**config.mk**
```make
export PLATFORM = sky130hd
export DESIGN_NAME = txflp_top
export DESIGN_NICKNAME = d
export VERILOG_FILES = /design/src/logic/txflp_pkg.sv /design/src/logic/txflp_top.sv
export SDC_FILE = /design/constraint.sdc
export NUM_CORES = 1
export LEC_CHECK = 0
export ABC_AREA = 1
export BUFFER_PORTS_ARGS = -buffer_cell sky130_fd_sc_hd__buf_2
export CORE_AREA = 5 5 269 271
export CTS_CLUSTER_DIAMETER = 100
export DETAILED_ROUTE_END_ITERATION = 10
export DIE_AREA = 0 0 274 276
export GPL_TIMING_DRIVEN = 0
export PLACE_DENSITY = 0.56
export SETUP_SLACK_MARGIN = 0.02
export SLEW_MARGIN = 20
export SYNTH_ARGS = -nofsm -noshare
export SYNTH_HDL_FRONTEND = slang
export SYNTH_SLANG_ARGS = --single-unit
```
**constraint.sdc**
```tcl
create_clock -name clk -period 4.6 [get_ports clk]
set_clock_uncertainty 0.2 [all_clocks]
set_input_delay 0.23 -clock clk [delete_from_list [all_inputs] [get_ports clk]]
set_output_delay 0.23 -clock clk [all_outputs]
set_load 0.05 [all_outputs]
```
**src/logic/txflp_pkg.sv**
```systemverilog
// Purpose: shared constants and carriers for the transmit fifo and loopback path
// Assumes: wishbone classic slave, 16-bit registers in the low half of each word
// Notes: offsets are byte addresses
package txflp_pkg;
  // register byte offsets
  localparam logic [7:0] OFF_CMD = 8'h00;
  localparam logic [7:0] OFF_DCR = 8'h04;
  localparam logic [7:0] OFF_DATA_CONFIG_SECOND = 8'h08;
  localparam logic [7:0] OFF_RCR = 8'h0c;
  localparam logic [7:0] OFF_TCR = 8'h10;
  localparam logic [7:0] OFF_CHECKSUM_ERROR_TALLY = 8'h14;
  localparam logic [7:0] OFF_ALIGNMENT_ERROR_TALLY = 8'h18;
  localparam logic [7:0] OFF_MPT = 8'h1c;
  localparam logic [7:0] OFF_FSTAT = 8'h20;
  // command bits
  localparam int CMD_TX_BIT = 1;
  localparam int CMD_RECEIVER_ENABLE_BIT = 3;
  // data_config_main fields
  localparam int DCR_DW_BIT = 5;
  localparam int DCR_BMS_BIT = 4;
  localparam int DCR_TFT_LSB = 0;
  localparam int DCR_BIGEND_BIT = 6;
  // data_config_second field
  localparam int DATA_CONFIG_SECOND_TRANSCEIVER_WRAP_ENABLE_BIT = 0;
  // receive control loopback field
  localparam int RCR_LB_LSB = 9;
  // transmit status bits
  localparam int TCR_PTX_BIT = 0;
  localparam int TCR_PMB_BIT = 3;
  // reset values
  localparam logic [15:0] DCR_RST = 16'h0000;
  localparam logic [15:0] RCR_RST = 16'h0000;
  localparam int FIFO_BYTES = 32;
  typedef enum logic [1:0] {LB_NONE, LB_MAC, LB_ENDEC, LB_XCVR} txflp_lb_t;
  typedef struct packed {
    logic valid;
    logic [31:0] data;
    logic [3:0] be;
    logic last;
  } txflp_dma_t;
  typedef struct packed {
    logic valid;
    logic [7:0] data;
    logic last;
  } txflp_byte_t;
endpackage

```
**src/logic/txflp_top.sv**
```systemverilog
// Purpose: transmit fifo, byte ordering reader, dma request control and loopback routing
// Assumes: dma data arrives with byte enables marking packet bytes; serializer byte pacing
// Notes: one clock, synchronous active-high reset
//
// The register offsets and the Wishbone slave port are this design's own decisions.
`timescale 1ns/1ps
module txflp_top #(
  parameter int DEPTH = 8
) (
  // system
  input wire logic clk,
  input wire logic rst,
  // wishbone slave
  input wire logic wb_cyc_i,
  input wire logic wb_stb_i,
  input wire logic wb_we_i,
  input wire logic [7:0] wb_adr_i,
  input wire logic [3:0] wb_sel_i,
  input wire logic [31:0] wb_dat_i,
  output logic [31:0] wb_dat_o,
  output logic wb_ack_o,
  // dma side
  output logic dma_req,
  input wire logic dma_gnt,
  input wire txflp_pkg::txflp_dma_t dma_in,
  output logic dma_ready,
  // serializer side
  input wire logic ser_take,
  output txflp_pkg::txflp_byte_t ser_out,
  // endec and network
  output logic endec_loop_request,
  output logic endec_tx_en,
  input wire logic collision_pair_inputs,
  input wire logic rx_from_net_valid,
  // receive path results
  input wire logic src_addr_match,
  input wire logic rx_accept,
  input wire logic rx_reject,
  input wire logic rx_crc_err,
  input wire logic rx_align_err,
  input wire logic rx_missed,
  output logic rx_store_en,
  output logic rx_from_mac_loop
);
  localparam int AW = $clog2(DEPTH);
  localparam int CW = $clog2(DEPTH * 4) + 1;

  // fifo storage: four byte lanes, DEPTH entries
  logic [7:0] mem [DEPTH][4];
  logic [3:0] vld [DEPTH];
  logic [AW-1:0] wp_reg, wp_next, rp_reg, rp_next;
  logic [1:0] lane_reg, lane_next;
  logic [CW-1:0] cnt_reg, cnt_next;
  logic half_reg, half_next;
  logic [CW-1:0] burst_reg, burst_next;
  logic run_reg, run_next;
  logic last_in_reg, last_in_next;
  logic [15:0] cmd_reg, cmd_next, dcr_reg, dcr_next, data_config_second_reg, data_config_second_next;
  logic [15:0] rcr_reg, rcr_next, tcr_reg, tcr_next;
  logic [15:0] checksum_error_tally_reg, checksum_error_tally_next, alignment_error_tally_reg, alignment_error_tally_next, mpt_reg, mpt_next;
  logic [31:0] dat_reg, dat_next;
  logic ack_reg, ack_next;
  txflp_pkg::txflp_byte_t out_reg, out_next;
  logic req_reg, req_next;
  logic loopreq_reg, loopreq_next, txen_reg, txen_next, store_reg, store_next;
  logic macl_reg, macl_next;
  typedef enum {ST_IDLE, ST_SEND, ST_WAIT_RX} txflp_state_t;
  txflp_state_t st_reg, st_next;

  logic [CW-1:0] thr_bytes;
  logic wide, big, blk;
  txflp_pkg::txflp_lb_t lb;
  logic wr_fire, rd_fire, pkt_end, hi;
  logic [2:0] nbytes;
  logic [1:0] lane_phys;
  logic [3:0] be_eff;
  logic [CW-1:0] space;

  function automatic logic [2:0] popc(input logic [3:0] b);
    popc = 3'(b[0]) + 3'(b[1]) + 3'(b[2]) + 3'(b[3]);
  endfunction

  always_comb begin
    wide = dcr_reg[txflp_pkg::DCR_DW_BIT];
    blk = dcr_reg[txflp_pkg::DCR_BMS_BIT];
    big = dcr_reg[txflp_pkg::DCR_BIGEND_BIT];
    // threshold of 1 to 4 words; stays below fifo size so the reader can start
    thr_bytes = CW'((dcr_reg[txflp_pkg::DCR_TFT_LSB +: 2] + 1) * (wide ? 4 : 2));
    lb = txflp_pkg::txflp_lb_t'(rcr_reg[txflp_pkg::RCR_LB_LSB +: 2]);
    // 16-bit mode writes one half per transfer
    // a packet may start in the upper half of an entry
    hi = half_reg || dma_in.be[1:0] == 2'b00;
    be_eff = wide ? dma_in.be : (hi ? {dma_in.be[3:2], 2'b00} : {2'b00, dma_in.be[1:0]});
    nbytes = popc(be_eff); // arbitrary alignment via byte enables
    space = CW'(DEPTH * 4) - cnt_reg;
    dma_ready = run_reg && burst_reg != '0 && space >= CW'(wide ? 4 : 2);
    wr_fire = dma_in.valid && dma_ready;
    // one read pointer plus a lane index: lane order reversed in big endian
    lane_phys = big ? ~lane_reg : lane_reg;
    // start only once count exceeds threshold, or rest of packet is
    // filler lanes are never read, only skipped
    rd_fire = (cnt_reg > thr_bytes || last_in_reg) && cnt_reg != '0 && ser_take
      && !out_reg.valid && vld[rp_reg][lane_phys];
    pkt_end = rd_fire && last_in_reg && cnt_reg == CW'(1);
  end

  // fifo write and read pointers
  always_comb begin
    wp_next = wp_reg;
    rp_next = rp_reg;
    lane_next = lane_reg;
    half_next = half_reg;
    cnt_next = cnt_reg;
    last_in_next = last_in_reg;
    burst_next = burst_reg;
    req_next = req_reg;
    out_next = '0;
    if (wr_fire) begin
      cnt_next = cnt_next + CW'(nbytes);
      burst_next = (burst_reg > CW'(wide ? 4 : 2)) ? burst_reg - CW'(wide ? 4 : 2) : '0;
      if (dma_in.last) last_in_next = 1'b1;
      if (wide || hi || dma_in.last) begin
        wp_next = AW'(wp_reg + 1'b1);
        half_next = 1'b0;
      end else begin
        half_next = 1'b1;
      end
    end
    // skip filler lanes; each read takes next valid byte
    if (rd_fire) begin
      out_next.valid = 1'b1;
      out_next.data = mem[rp_reg][lane_phys];
      out_next.last = pkt_end;
      cnt_next = cnt_next - CW'(1);
    end
    if (cnt_reg != '0 && (!vld[rp_reg][lane_phys] || rd_fire)) begin
      lane_next = lane_reg + 2'd1;
      if (lane_reg == 2'd3) rp_next = AW'(rp_reg + 1'b1);
    end
    // refill request while at or below threshold
    if (run_reg && !last_in_reg && burst_reg == '0 && !req_reg && cnt_reg <= thr_bytes)
      req_next = 1'b1;
    if (req_reg && dma_gnt) begin
      req_next = 1'b0;
      // block: threshold bytes; empty/fill: all free room
      burst_next = blk ? thr_bytes : space;
    end
    // clean fifo for next packet
    if (pkt_end || !run_reg) begin
      wp_next = '0;
      rp_next = '0;
      lane_next = '0;
      half_next = 1'b0;
      cnt_next = '0;
      last_in_next = 1'b0;
      burst_next = '0;
      req_next = 1'b0;
    end
  end

  // packet sequence and loopback routing
  always_comb begin
    st_next = st_reg;
    run_next = run_reg;
    tcr_next = tcr_reg;
    loopreq_next = lb == txflp_pkg::LB_ENDEC;
    // mac loop keeps endec pins quiet
    txen_next = run_reg && lb != txflp_pkg::LB_MAC && lb != txflp_pkg::LB_ENDEC;
    macl_next = lb == txflp_pkg::LB_MAC && out_reg.valid;
    // echo stored only in loopback, otherwise just monitored
    store_next = lb != txflp_pkg::LB_NONE && cmd_reg[txflp_pkg::CMD_RECEIVER_ENABLE_BIT]
      && (rx_from_net_valid || lb == txflp_pkg::LB_MAC);
    case (st_reg)
      ST_IDLE: begin
        if (cmd_reg[txflp_pkg::CMD_TX_BIT]) begin
          st_next = ST_SEND;
          run_next = 1'b1;
          tcr_next = '0;
        end
      end
      ST_SEND: begin
        if (pkt_end) begin
          run_next = 1'b0;
          tcr_next[txflp_pkg::TCR_PTX_BIT] = 1'b1;
          st_next = lb == txflp_pkg::LB_NONE ? ST_IDLE : ST_WAIT_RX;
        end
      end
      ST_WAIT_RX: begin
        if (rx_accept || rx_reject) st_next = ST_IDLE;
      end
      default: st_next = ST_IDLE;
    endcase
    // collisions do not reach loopback logic
    if (collision_pair_inputs && lb == txflp_pkg::LB_NONE && st_reg == ST_SEND)
      tcr_next[txflp_pkg::TCR_PTX_BIT] = 1'b0;
    if (st_reg != ST_IDLE && rx_from_net_valid && !src_addr_match)
      tcr_next[txflp_pkg::TCR_PMB_BIT] = 1'b1;
  end

  // register file: 16 bits each in the low half
  always_comb begin
    cmd_next = cmd_reg;
    dcr_next = dcr_reg;
    data_config_second_next = data_config_second_reg;
    rcr_next = rcr_reg;
    checksum_error_tally_next = checksum_error_tally_reg + 16'(rx_crc_err);
    alignment_error_tally_next = alignment_error_tally_reg + 16'(rx_align_err);
    mpt_next = mpt_reg + 16'(rx_missed);
    dat_next = dat_reg;
    ack_next = 1'b0;
    if (st_reg == ST_IDLE && cmd_reg[txflp_pkg::CMD_TX_BIT]) cmd_next[txflp_pkg::CMD_TX_BIT] = 1'b0;
    if (wb_cyc_i && wb_stb_i && !ack_reg) begin
      ack_next = 1'b1;
      dat_next = '0;
      if (wb_adr_i == txflp_pkg::OFF_CMD) begin
        dat_next[15:0] = cmd_reg;
        if (wb_we_i && wb_sel_i[0]) cmd_next[7:0] = wb_dat_i[7:0];
        if (wb_we_i && wb_sel_i[1]) cmd_next[15:8] = wb_dat_i[15:8];
      end else if (wb_adr_i == txflp_pkg::OFF_DCR) begin
        dat_next[15:0] = dcr_reg;
        if (wb_we_i && wb_sel_i[0]) dcr_next[7:0] = wb_dat_i[7:0];
        if (wb_we_i && wb_sel_i[1]) dcr_next[15:8] = wb_dat_i[15:8];
      end else if (wb_adr_i == txflp_pkg::OFF_DATA_CONFIG_SECOND) begin
        dat_next[15:0] = data_config_second_reg;
        if (wb_we_i && wb_sel_i[0]) data_config_second_next[7:0] = wb_dat_i[7:0];
        if (wb_we_i && wb_sel_i[1]) data_config_second_next[15:8] = wb_dat_i[15:8];
      end else if (wb_adr_i == txflp_pkg::OFF_RCR) begin
        dat_next[15:0] = rcr_reg;
        if (wb_we_i && wb_sel_i[0]) rcr_next[7:0] = wb_dat_i[7:0];
        if (wb_we_i && wb_sel_i[1]) rcr_next[15:8] = wb_dat_i[15:8];
      end else if (wb_adr_i == txflp_pkg::OFF_TCR) begin
        dat_next[15:0] = tcr_reg;
      end else if (wb_adr_i == txflp_pkg::OFF_CHECKSUM_ERROR_TALLY) begin
        dat_next[15:0] = checksum_error_tally_reg;
        if (wb_we_i) checksum_error_tally_next = '0;
      end else if (wb_adr_i == txflp_pkg::OFF_ALIGNMENT_ERROR_TALLY) begin
        dat_next[15:0] = alignment_error_tally_reg;
        if (wb_we_i) alignment_error_tally_next = '0;
      end else if (wb_adr_i == txflp_pkg::OFF_MPT) begin
        dat_next[15:0] = mpt_reg;
        if (wb_we_i) mpt_next = '0;
      end else if (wb_adr_i == txflp_pkg::OFF_FSTAT) begin
        dat_next[15:0] = 16'({st_reg == ST_IDLE ? 1'b0 : 1'b1, cnt_reg});
      end
    end
  end

  // fifo array write: lanes filled only where byte enables mark packet bytes
  always_ff @(posedge clk) begin
    if (rst || pkt_end || !run_reg) begin
      for (int i = 0; i < DEPTH; i++) vld[i] <= 4'h0;
    end else begin
      if (wr_fire) vld[wp_reg] <= vld[wp_reg] | be_eff;
      if (rd_fire) vld[rp_reg][lane_phys] <= 1'b0;
    end
    if (wr_fire) begin
      for (int l = 0; l < 4; l++) if (be_eff[l]) mem[wp_reg][l] <= dma_in.data[8*l +: 8];
    end
  end

  always_ff @(posedge clk) begin
    if (rst) begin
      wp_reg <= '0;
      rp_reg <= '0;
      lane_reg <= '0;
      half_reg <= 1'b0;
      cnt_reg <= '0;
      last_in_reg <= 1'b0;
      burst_reg <= '0;
      req_reg <= 1'b0;
      out_reg <= '0;
      st_reg <= ST_IDLE;
      run_reg <= 1'b0;
      tcr_reg <= '0;
      loopreq_reg <= 1'b0;
      txen_reg <= 1'b0;
      store_reg <= 1'b0;
      macl_reg <= 1'b0;
      cmd_reg <= '0;
      dcr_reg <= txflp_pkg::DCR_RST;
      data_config_second_reg <= '0;
      rcr_reg <= txflp_pkg::RCR_RST;
      checksum_error_tally_reg <= '0;
      alignment_error_tally_reg <= '0;
      mpt_reg <= '0;
      dat_reg <= '0;
      ack_reg <= 1'b0;
    end else begin
      wp_reg <= wp_next;
      rp_reg <= rp_next;
      lane_reg <= lane_next;
      half_reg <= half_next;
      cnt_reg <= cnt_next;
      last_in_reg <= last_in_next;
      burst_reg <= burst_next;
      req_reg <= req_next;
      out_reg <= out_next;
      st_reg <= st_next;
      run_reg <= run_next;
      tcr_reg <= tcr_next;
      loopreq_reg <= loopreq_next;
      txen_reg <= txen_next;
      store_reg <= store_next;
      macl_reg <= macl_next;
      cmd_reg <= cmd_next;
      dcr_reg <= dcr_next;
      data_config_second_reg <= data_config_second_next;
      rcr_reg <= rcr_next;
      checksum_error_tally_reg <= checksum_error_tally_next;
      alignment_error_tally_reg <= alignment_error_tally_next;
      mpt_reg <= mpt_next;
      dat_reg <= dat_next;
      ack_reg <= ack_next;
    end
  end

  assign wb_dat_o = dat_reg;
  assign wb_ack_o = ack_reg;
  assign dma_req = req_reg;
  assign ser_out = out_reg;
  assign endec_loop_request = loopreq_reg;
  assign endec_tx_en = txen_reg;
  assign rx_store_en = store_reg;
  assign rx_from_mac_loop = macl_reg;
endmodule // txflp_top

```
; ---- Word level (Yosys, flattened, before mapping)
; Memories as Yosys holds them, arrays and structs flattened. A register that Yosys moved wholly into a read port is not among the register bits.
; Cells that the tools add are included.
[totals]
reg_bits = 201
mem_bits_rw = 288
input_bits = 97
out_inout_bits = 49
memories = 2
[mem_list]
columns = name, depth, width, read_ports, rd_clocked_by_memory_dff, wr, line_no
row1 = mem, 8, 32, 1, 1, 1, txflp_top.sv:49  ; logic [7:0] mem [DEPTH][4];
row2 = vld, 8, 4, 2, 2, 8, txflp_top.sv:50  ; logic [3:0] vld [DEPTH];
[classes]
addsub = 14
mul = 1
order_cmp = 7
eq_ne = 20
muxes = 106
bitwise = 7
reduce_logical = 81
[ops]
columns = operator, count
row1 = 2-to-1 mux 16 bit, 35
row2 = 2-to-1 mux 32 bit, 3
row3 = case mux 32 bit (3 select lines), 1
row4 = == test 32 x 2 -> 1 bit (second input constant), 2
row5 = zero test 32 bit, 2
row6 = adder 16 x 1 -> 16 bit, 3
row7 = 2-to-1 mux 6 bit, 6
row8 = == test 32 x 1 -> 1 bit (second input constant), 1
row9 = == test 8 x 5 -> 1 bit (second input constant), 4
row10 = multiplier 3 x 32 -> 6 bit, 1
row11 = nonzero test 32 bit, 1
row12 = logical AND 1 bit, 30
row13 = 2-to-1 mux 1 bit, 30
row14 = 2-to-1 mux 3 bit, 10
row15 = 2-to-1 mux 4 bit, 7
row16 = binary-select mux 8 bit (select 2 bit), 1
row17 = == test 8 x 4 -> 1 bit (second input constant), 2
row18 = 2-to-1 mux 8 bit, 2
row19 = > comparator 6 bit, 2
row20 = AND reduction 3 bit, 4
row21 = AND reduction 6 bit, 2
row22 = nonzero test 6 bit, 2
row23 = logical OR 1 bit, 10
row24 = 2-to-1 mux 10 bit, 1
row25 = other kinds (42), 74

; ---- Logic depth before layout (Yosys ltp)
; Gate-level depths: netlist of run 1.
[depth]
depth_word = 16
ltp_mapped = 22
depth_no_buf = 22

; ---- Worst setup path after synthesis of run 1
; OpenSTA, ideal clock, no wires.
[synth_path]
kind = register to register
start = register dcr_reg[5]
end = register cnt_reg[4]
setup_ps = 113
arrival_time_ps = 3098
required_ps = 4287
slack_ps = 1190
path_stages_with_launch = 19
n_path_buf = 0
period_less_slack_ps = 3410
path_cell_list = dfxtp_1 -> clkinv_1 -> o211ai_1 -> nand2_1 -> fa_1 -> fa_1 -> inv_1 -> fa_1 -> nand4_1 -> nand2_1 -> inv_1 -> ha_1 -> inv_1 -> nor2_1 -> nand2_1 -> nor2_1 -> nand2_1 -> nand2_1 -> nor2_1
[synth_between]
elab_chain_cells = 12
elab_cells_between_ends = 23
classes_between = 5 x add/sub / 1 x mul / 2 x order compare / 4 x mux / 11 x reduce/logical
[synth_lines]
columns = item, line_no
row1 = from (decl), txflp_top.sv:58  ; logic [15:0] cmd_reg, cmd_next, dcr_reg, dcr_next, data_config_second_reg, data_config_second_next;
row2 = from (signal assigned), txflp_top.sv:280  ; dcr_reg <= txflp_pkg::DCR_RST;
row3 = from (signal assigned), txflp_top.sv:306  ; dcr_reg <= dcr_next;
row4 = 2-to-1 mux 3 bit, "txflp_top.sv:88, txflp_top.sv:96"
row5 = multiplier 3 x 32 -> 6 bit, txflp_top.sv:88  ; thr_bytes = CW'((dcr_reg[txflp_pkg::DCR_TFT_LSB +: 2] + 1) * (wide ? 4 : 2));
row6 = > comparator 6 bit, txflp_top.sv:102  ; rd_fire = (cnt_reg > thr_bytes || last_in_reg) && cnt_reg != '0 && ser_take
row7 = logical OR 1 bit, txflp_top.sv:102
row8 = logical AND 1 bit (2 in series), txflp_top.sv:102
row9 = logical AND 1 bit (2 in series), txflp_top.sv:103  ; && !out_reg.valid && vld[rp_reg][lane_phys];
row10 = logical AND 1 bit (2 in series), txflp_top.sv:104  ; pkt_end = rd_fire && last_in_reg && cnt_reg == CW'(1);
row11 = logical OR 1 bit, txflp_top.sv:149  ; if (pkt_end || !run_reg) begin
row12 = OR reduction 2 bit (no source line), --
row13 = to (signal assigned), txflp_top.sv:293  ; cnt_reg <= cnt_next;
row14 = to (decl), txflp_top.sv:53  ; logic [CW-1:0] cnt_reg, cnt_next;
; Parallel ways exist; a longest one is shown, timed or not.
; A chain may end at the register's enable or synchronous reset.

; ---- Worst setup path after layout of run 1
[layout_path]
start = register dcr_reg[5]
end = register out_reg, in the netlist ser_out[2]
[layout_between]
elab_chain_cells = 10
[layout_lines]
columns = item, line_no
row1 = 2-to-1 mux 3 bit, txflp_top.sv:88
row2 = multiplier 3 x 32 -> 6 bit, txflp_top.sv:88
row3 = > comparator 6 bit, txflp_top.sv:102
row4 = logical OR 1 bit, txflp_top.sv:102
row5 = logical AND 1 bit (2 in series), txflp_top.sv:102
row6 = logical AND 1 bit (2 in series), txflp_top.sv:103
row7 = inverter 1 bit (no source line), --
row8 = OR reduction 2 bit (no source line), --
row9 = to (signal assigned), txflp_top.sv:297  ; out_reg <= out_next;
row10 = to (decl), txflp_top.sv:63  ; txflp_pkg::txflp_byte_t out_reg, out_next;
; No other way between the ends.

==> results.sh, run 1 <==
export IMPL_cap_violations=0
export IMPL_synth_seq_area_share=0.573
export IMPL_cts_sinks=465
export IMPL_reg_top3="mem (256), vld (32)"
export IMPL_hold_path_endpoint="vld[4][2]$_SDFFE_PP0P_"
export IMPL_nets=2567
export IMPL_grt_max_degree=15
export IMPL_cp_end_kind="flip-flop"
export IMPL_io_buffers=111
export IMPL_hold_path_startpoint="rst"
export IMPL_row_count=97
export IMPL_syn_avg_cell_area_um2=9.43
export IMPL_clk_path_buf_depth=3
export IMPL_fin_hold_ws_ns=0.0323
export IMPL_syn_to_final_growth_pct=20.0
export IMPL_path_clk_slew_ns=0.06
export IMPL_largest_reg_flops=256
export IMPL_regMostFlops="mem"
export IMPL_h_tree_depth=2
export IMPL_status="complete, no violations"
export IMPL_synth_top_area_frac=0.371
export IMPL_critPathMaxStageDelay_ns=0.44
export IMPL_ys_flop_type="edfxtp_1"
export IMPL_synthXorXnorAreaFrac=0.0117
export IMPL_place_area_um2=22500
export IMPL_num_vias=17677
export IMPL_yosys_register_bits=465
export IMPL_synth_adder_area_share=0.0196
export IMPL_viasPerCell=5.17
export IMPL_ff2ff_path_depth=17
export IMPL_synth_cell_types=54
export IMPL_place_inst=3263
export IMPL_wl_mm=71.1
export IMPL_yosys_area_top_type="edfxtp_1"
export IMPL_tns_ns=0
export IMPL_p_per_area_nw_per_um2=353
export IMPL_synth_common_cells="nor2_1 (290), nand2_1 (265), edfxtp_1 (256), o21ai_0 (232), dfxtp_1 (209)"
export IMPL_gp_congestion=0.922
export IMPL_die_w_um=274
export IMPL_drc_errors=0
export IMPL_grt_overflow_total=0
export IMPL_synth_simple_area_share=0.167
export IMPL_start_util=0.298
export IMPL_reg2reg_slack_ns=0.34
export IMPL_yosysWarnings=0
export IMPL_antenna_cells=0
export IMPL_irDropWorstVdd_uv=247
export IMPL_clock_latency_ns=0.61
export IMPL_critPathKind="flip-flop to flip-flop"
export IMPL_r2r_start="dcr_reg[5]$_SDFFE_PP0P_"
export IMPL_stdcell_area_um2=24800
export IMPL_cpMostUsedCell="nand2_1"
export IMPL_grt_total_usage=0.182
export IMPL_leakage_nw=8.91
export IMPL_fmax_mhz=235
export IMPL_wl_per_cell_um=20.8
export IMPL_ios=146
export IMPL_finalSetupViolations=0
export IMPL_synth_area_top_cells="edfxtp_1 (37%), dfxtp_1 (20%), o21ai_0 (5.6%)"
export IMPL_cp_slowest_cell="dfxtp_1"
export IMPL_fin_crit_sh=0.926
export IMPL_finalHoldViolations=0
export IMPL_async_flop_share=0
export IMPL_preCtsSetupSlack_ns=0.0194
export IMPL_synth_top_family_by_area="compound AO/OA/AOI/OAI gates"
export IMPL_synth_enable_flop_cells=256
export IMPL_numCtsBuffers=49
export IMPL_root_buffer="clkbuf_16"
export IMPL_drive_gt1_frac=0.113
export IMPL_synth_compound_area_share=0.168
export IMPL_synth_mux_area_frac=0.00290
export IMPL_worstMarginPinSlew_ns=1.15
export IMPL_dr_pass1_iters=7
export IMPL_coreArea_um2=69500
export IMPL_synthCells=2197
export IMPL_drtIter0Drc=1675
export IMPL_die_h_um=276
export IMPL_rsz0062_at_grt="false"
export IMPL_dieArea_um2=75600
export IMPL_antenna_found_initial=1
export IMPL_crit_required_ns=4.87
export IMPL_slew_headroom=0.233
export IMPL_finalNonFillerCells=3418
export IMPL_synth_area_um2=20700
export IMPL_cts_setup_buffers=0
export IMPL_synth_most_common_cell="nor2_1"
export IMPL_cts_tree="yes"
export IMPL_min_period_ns=4.26
export IMPL_maxSlewViolCount=0
export IMPL_setup_ws_ns=0.338
export IMPL_critPathLaunchType="flip-flop"
export IMPL_timing_rr_end="ser_out[2]$_SDFF_PP0_"
export IMPL_grt_pass1_vias=17461
export IMPL_grt_pass1_wl_mm=107
export IMPL_ant_nets=0
export IMPL_dp_hpwl_mm=51.2
export IMPL_critPathMaxFanout=12
export IMPL_min_path_type="input pin to flip-flop"
export IMPL_cp_cell_sequence="clkinvlp_4, nand2_1, o21ai_0, ha_1, ha_1, inv_1, ha_1, nand2_1, nor2_1, nand2_1, nand4_1, nand2_1, a21oi_1, nand2_2, nor2_2, inv_1, a41oi_1"
export IMPL_hold_path_depth=4
export IMPL_arrival_ns=4.53
[critical path: cells and delay by family (launching register included)]
kind	cells	cell delay (ns)
adders and majority gates	3	0.79
DFF	1	0.44
and+or+nand+nor	8	1.05
AOI/OAI and AO/OA	3	0.84
buffers and inverters	3	0.80
[power breakdown]
| part | total [W] | leakage [nW] | internal (W) | switching, W |
|---|---|---|---|---|
| clock | 0.00412 | 0.822 | 0.00243 | 0.00169 |
| sequential | 0.00439 | 3.98 | 0.00438 | 0.00000514 |
| combinational | 0.000265 | 4.11 | 0.0000961 | 0.000169 |
| total | 0.00877 | 8.91 | 0.00691 | 0.00187 |
[layout make-up]
class | count | area (um^2)
Sequential cell | 465 | 11900
Tap cell | 940 | 1180
Fill cell | 7044 | 44700
Inverter | 164 | 619
Buffer | 127 | 577
Clock buffer | 69 | 1450
Timing Repair Buffer | 177 | 1220
Clock inverter | 20 | 230
Multi-Input combinational cell | 1456 | 7700
[cells in the final DEF (no fill, tap or decap), types with 6 or more instances in the layout]
cell | synthesis | routed
dfxtp_1 | 209 | 209
nand3_1 | 124 | 124
nor3_1 | 48 | 48
buf_4 | 18 | 18
a31oi_1 | 20 | 20
o22ai_1 | 34 | 34
a21oi_1 | 155 | 155
nor3b_1 | 11 | 11
o21ai_0 | 232 | 232
a211oi_1 | 15 | 15
nor2_2 | 15 | 16
mux2i_1 | 6 | 6
clkinv_1 | 12 | 17
clkbuf_16 | 0 | 51
a221oi_1 | 11 | 11
o211ai_1 | 27 | 27
nand2_1 | 265 | 265
xnor2_1 | 6 | 6
dlygate4sd3_1 | 0 | 66
xor2_1 | 18 | 18
ha_1 | 26 | 26
edfxtp_1 | 256 | 256
clkbuf_1 | 81 | 88
nor2_1 | 290 | 289
inv_2 | 7 | 7
buf_2 | 26 | 137
inv_1 | 145 | 145
o2111ai_1 | 33 | 33
nand4_1 | 17 | 17
clkbuf_8 | 0 | 11
conb_1 | 1 | 16
o221ai_1 | 33 | 33
[worst max-delay path by stage]
stage | endpoint | cells after the start | slack [ns] | startpoint
after CTS | ser_out[2]$_SDFF_PP0_ | 17 | 0.25 | dcr_reg[5]$_SDFFE_PP0P_
after global routing | mem[0][4]$_DFFE_PP_ | 14 | 0.11 | cnt_reg[0]$_SDFF_PP0_
after detailed placement | ser_out[2]$_SDFF_PP0_ | 17 | 0.02 | dcr_reg[5]$_SDFFE_PP0P_
after floorplan | cnt_reg[4]$_SDFF_PP0_ | 18 | 1.19 | dcr_reg[5]$_SDFFE_PP0P_
final | ser_out[2]$_SDFF_PP0_ | 17 | 0.34 | dcr_reg[5]$_SDFFE_PP0P_
after global placement | ser_out[2]$_SDFF_PP0_ | 17 | 0.09 | dcr_reg[5]$_SDFFE_PP0P_
[through the flow]
| stage | util | power (W) |
|---|---|---|
| 2_1_floorplan | - | 0.00459 |
| 3_3_place_gp | 0.323 | 0.00469 |
| 3_5_place_dp | 0.323 | 0.00469 |
| 4_1_cts | 0.357 | 0.00882 |
| 5_1_grt | 0.357 | 0.00902 |
| 6_report | 0.357 | 0.00877 |
[what timing repair did]
action                                  4_1_cts  5_1_grt
hold endpoints to repair                    347        0
hold buffers                                 66        0
endpoints found under the setup margin        1        2
resized for setup                             1        1
[cells by family (layout without fill, tap and decap cells)]
group / Yosys count / after routing
AND/OR/NAND/NOR: 794 / 794
AO/OA/AOI/OAI: 584 / 584
flip-flops: 465 / 465
buffers and inverters: 291 / 557
adder cells (fa/ha/maj): 30 / 30
XOR/XNOR: 26 / 26
multiplexers: 6 / 6
other: 1 / 16
[per-layer routing]
layer | wire length [um] | part of all wire | GRT usage | vias to the layer above
li1 | - | - | - | 8269
met1 | 29600 | 0.42 | 0.234 | 8565
met2 | 34900 | 0.49 | 0.317 | 726
met3 | 4590 | 0.065 | 0.0240 | 115
met4 | 1970 | 0.028 | 0.0550 | 2
met5 | 12 | 0.00017 | 0 | -
(Power assumes the default switching activity.)
==> run 2, diff against run 1 <==
==> constraint.sdc (replaced) <==
create_clock -name clk -period 4.4 [get_ports clk]
set_clock_uncertainty 0.2 [all_clocks]
set_input_delay 0.22 -clock clk [delete_from_list [all_inputs] [get_ports clk]]
set_output_delay 0.22 -clock clk [all_outputs]
set_load 0.05 [all_outputs]
==> results.sh, run 2 (synthesis results as in run 1) <==
export IMPL_status="complete, no violations"
export IMPL_preCtsSetupSlack_ns=-0.181
export IMPL_grt_overflow_total=0
export IMPL_critPathMaxStageDelay_ns=0.45
export IMPL_arrival_ns=4.51
export IMPL_finalHoldViolations=0
export IMPL_crit_required_ns=4.67
export IMPL_grt_pass1_wl_mm=107
export IMPL_row_count=97
export IMPL_cpMostUsedCell="ha_1"
export IMPL_cap_violations=0
export IMPL_grt_pass1_vias=17461
export IMPL_drtIter0Drc=1627
export IMPL_drc_errors=0
export IMPL_min_path_type="input pin to flip-flop"
export IMPL_fin_crit_sh=0.962
export IMPL_io_buffers=111
export IMPL_grt_total_usage=0.182
export IMPL_cp_end_kind="flip-flop"
export IMPL_rsz0062_at_grt="true"
export IMPL_reg_top3="mem (256), vld (32)"
export IMPL_start_util=0.298
export IMPL_final_cell_mix="nor2_1 (288), nand2_1 (265), edfxtp_1 (256), o21ai_0 (232), dfxtp_1 (209)"
export IMPL_path_clk_slew_ns=0.06
export IMPL_root_buffer="clkbuf_16"
export IMPL_wl_per_cell_um=20.8
export IMPL_ios=146
export IMPL_tns_ns=0
export IMPL_min_period_ns=4.23
export IMPL_ant_nets=0
export IMPL_grt_max_degree=15
export IMPL_p_per_area_nw_per_um2=369
export IMPL_gp_congestion=0.922
export IMPL_layout_commonest_cell="nor2_1"
export IMPL_dieArea_um2=75600
export IMPL_wl_mm=71.1
export IMPL_leakage_nw=8.93
export IMPL_cts_tree="yes"
export IMPL_irDropWorstVdd_uv=258
export IMPL_fmax_mhz=236
export IMPL_setup_ws_ns=0.165
export IMPL_num_vias=17636
export IMPL_largest_reg_flops=256
export IMPL_coreArea_um2=69500
export IMPL_cp_cell_sequence="ha_1, inv_1, nor2_1, ha_1, ha_1, ha_1, inv_1, ha_1, nand2_1, nor2_1, nand2_1, nand4_1, nand2_1, a21oi_1, nand2_2, nor2_2, inv_1, a41oi_1"
export IMPL_cts_sinks=465
export IMPL_syn_to_final_growth_pct=20.2
export IMPL_h_tree_depth=2
export IMPL_slew_headroom=0.230
export IMPL_critPathKind="flip-flop to flip-flop"
export IMPL_critPathLaunchType="flip-flop"
export IMPL_nets=2572
export IMPL_die_w_um=274
export IMPL_dp_hpwl_mm=51.2
export IMPL_regMostFlops="mem"
export IMPL_numCtsBuffers=49
export IMPL_dr_pass1_iters=6
export IMPL_critPathMaxFanout=7
export IMPL_clk_path_buf_depth=3
export IMPL_antenna_found_initial=1
export IMPL_cp_slowest_cell="dfxtp_1"
export IMPL_viasPerCell=5.15
export IMPL_die_h_um=276
export IMPL_maxSlewViolCount=0
export IMPL_clock_latency_ns=0.61
export IMPL_drive_gt1_frac=0.116
export IMPL_worstMarginPinSlew_ns=1.15
export IMPL_finalSetupViolations=0
==> run 2: power by group <==
group	switching, W	internal (W)	total, W	leakage, nW
combinational	0.000177	0.000101	0.000277	4.13
sequential	0.00000536	0.00458	0.00459	3.98
clock	0.00178	0.00254	0.00431	0.822
==> run 2: final cells by class <==
type | instances | area (um^2)
flip-flops and latches | 465 | 11900
diodes | 1 | 2.50
repair buffers | 182 | 1250
plain buffers | 127 | 577
multi-input cells | 1456 | 7700
clock inverters | 20 | 230
inverters | 164 | 619
fillers | 7045 | 44700
well taps | 940 | 1180
clock buffers | 69 | 1450
==> run 2: routing by layer <==
| metal | vias up | wire length [um] | global-route usage |
|---|---|---|---|
| li1 | 8281 | - | - |
| met1 | 8525 | 29400 | 0.234 |
| met2 | 705 | 34900 | 0.317 |
| met3 | 123 | 4650 | 0.0240 |
| met4 | 2 | 2030 | 0.0550 |
| met5 | - | 12 | 0 |
==> run 2: critical path, delay by kind of cell (launching register included) <==
| kind | cells | cell delay [ns] |
|---|---|---|
| buffers and inverters | 3 | 0.51 |
| AO/OA/AOI/OAI | 2 | 0.72 |
| AND/OR/NAND/NOR | 8 | 0.97 |
| adder cells (fa/ha/maj) | 5 | 1.26 |
| flip-flops | 1 | 0.45 |
==> run 2: metrics by stage <==
step	instances	total power (W)	instance area (um^2)	hold slack [ns]	utilization
finish	3424	0.00918	24900	0.0259	0.358
global route	3423	0.00943	24900	0.0492	0.358
CTS	3418	0.00923	24800	0.0173	0.357
detailed placement	3263	0.00491	22500	0.253	0.323
global placement	3263	0.00490	22500	0.249	0.323
floorplan	2212	0.00480	20800	0.119	-
==> run 2: path summary, 6_finish.rpt <==
check                                             to  slack [ns]                                    start  cells after the start
max                            ser_out[2]$_SDFF_PP0_        0.17                  dcr_reg[0]$_SDFFE_PP0P_                     18
min                           vld[4][2]$_SDFFE_PP0P_        0.03                                      rst                      4
min reg2reg  checksum_error_tally_reg[15]$_SDFF_PP0_        0.26  checksum_error_tally_reg[15]$_SDFF_PP0_                      2
max reg2reg                    ser_out[2]$_SDFF_PP0_        0.17                  dcr_reg[0]$_SDFFE_PP0P_                     18
==> run 2: repair_timing <==
action / 4_1_cts / 5_1_grt
buffers inserted: 0 / 5
setup endpoints to repair: 7 / 72
hold buffers: 66 / 0
gates resized for setup: 1 / 2
hold endpoints to repair: 348 / 0
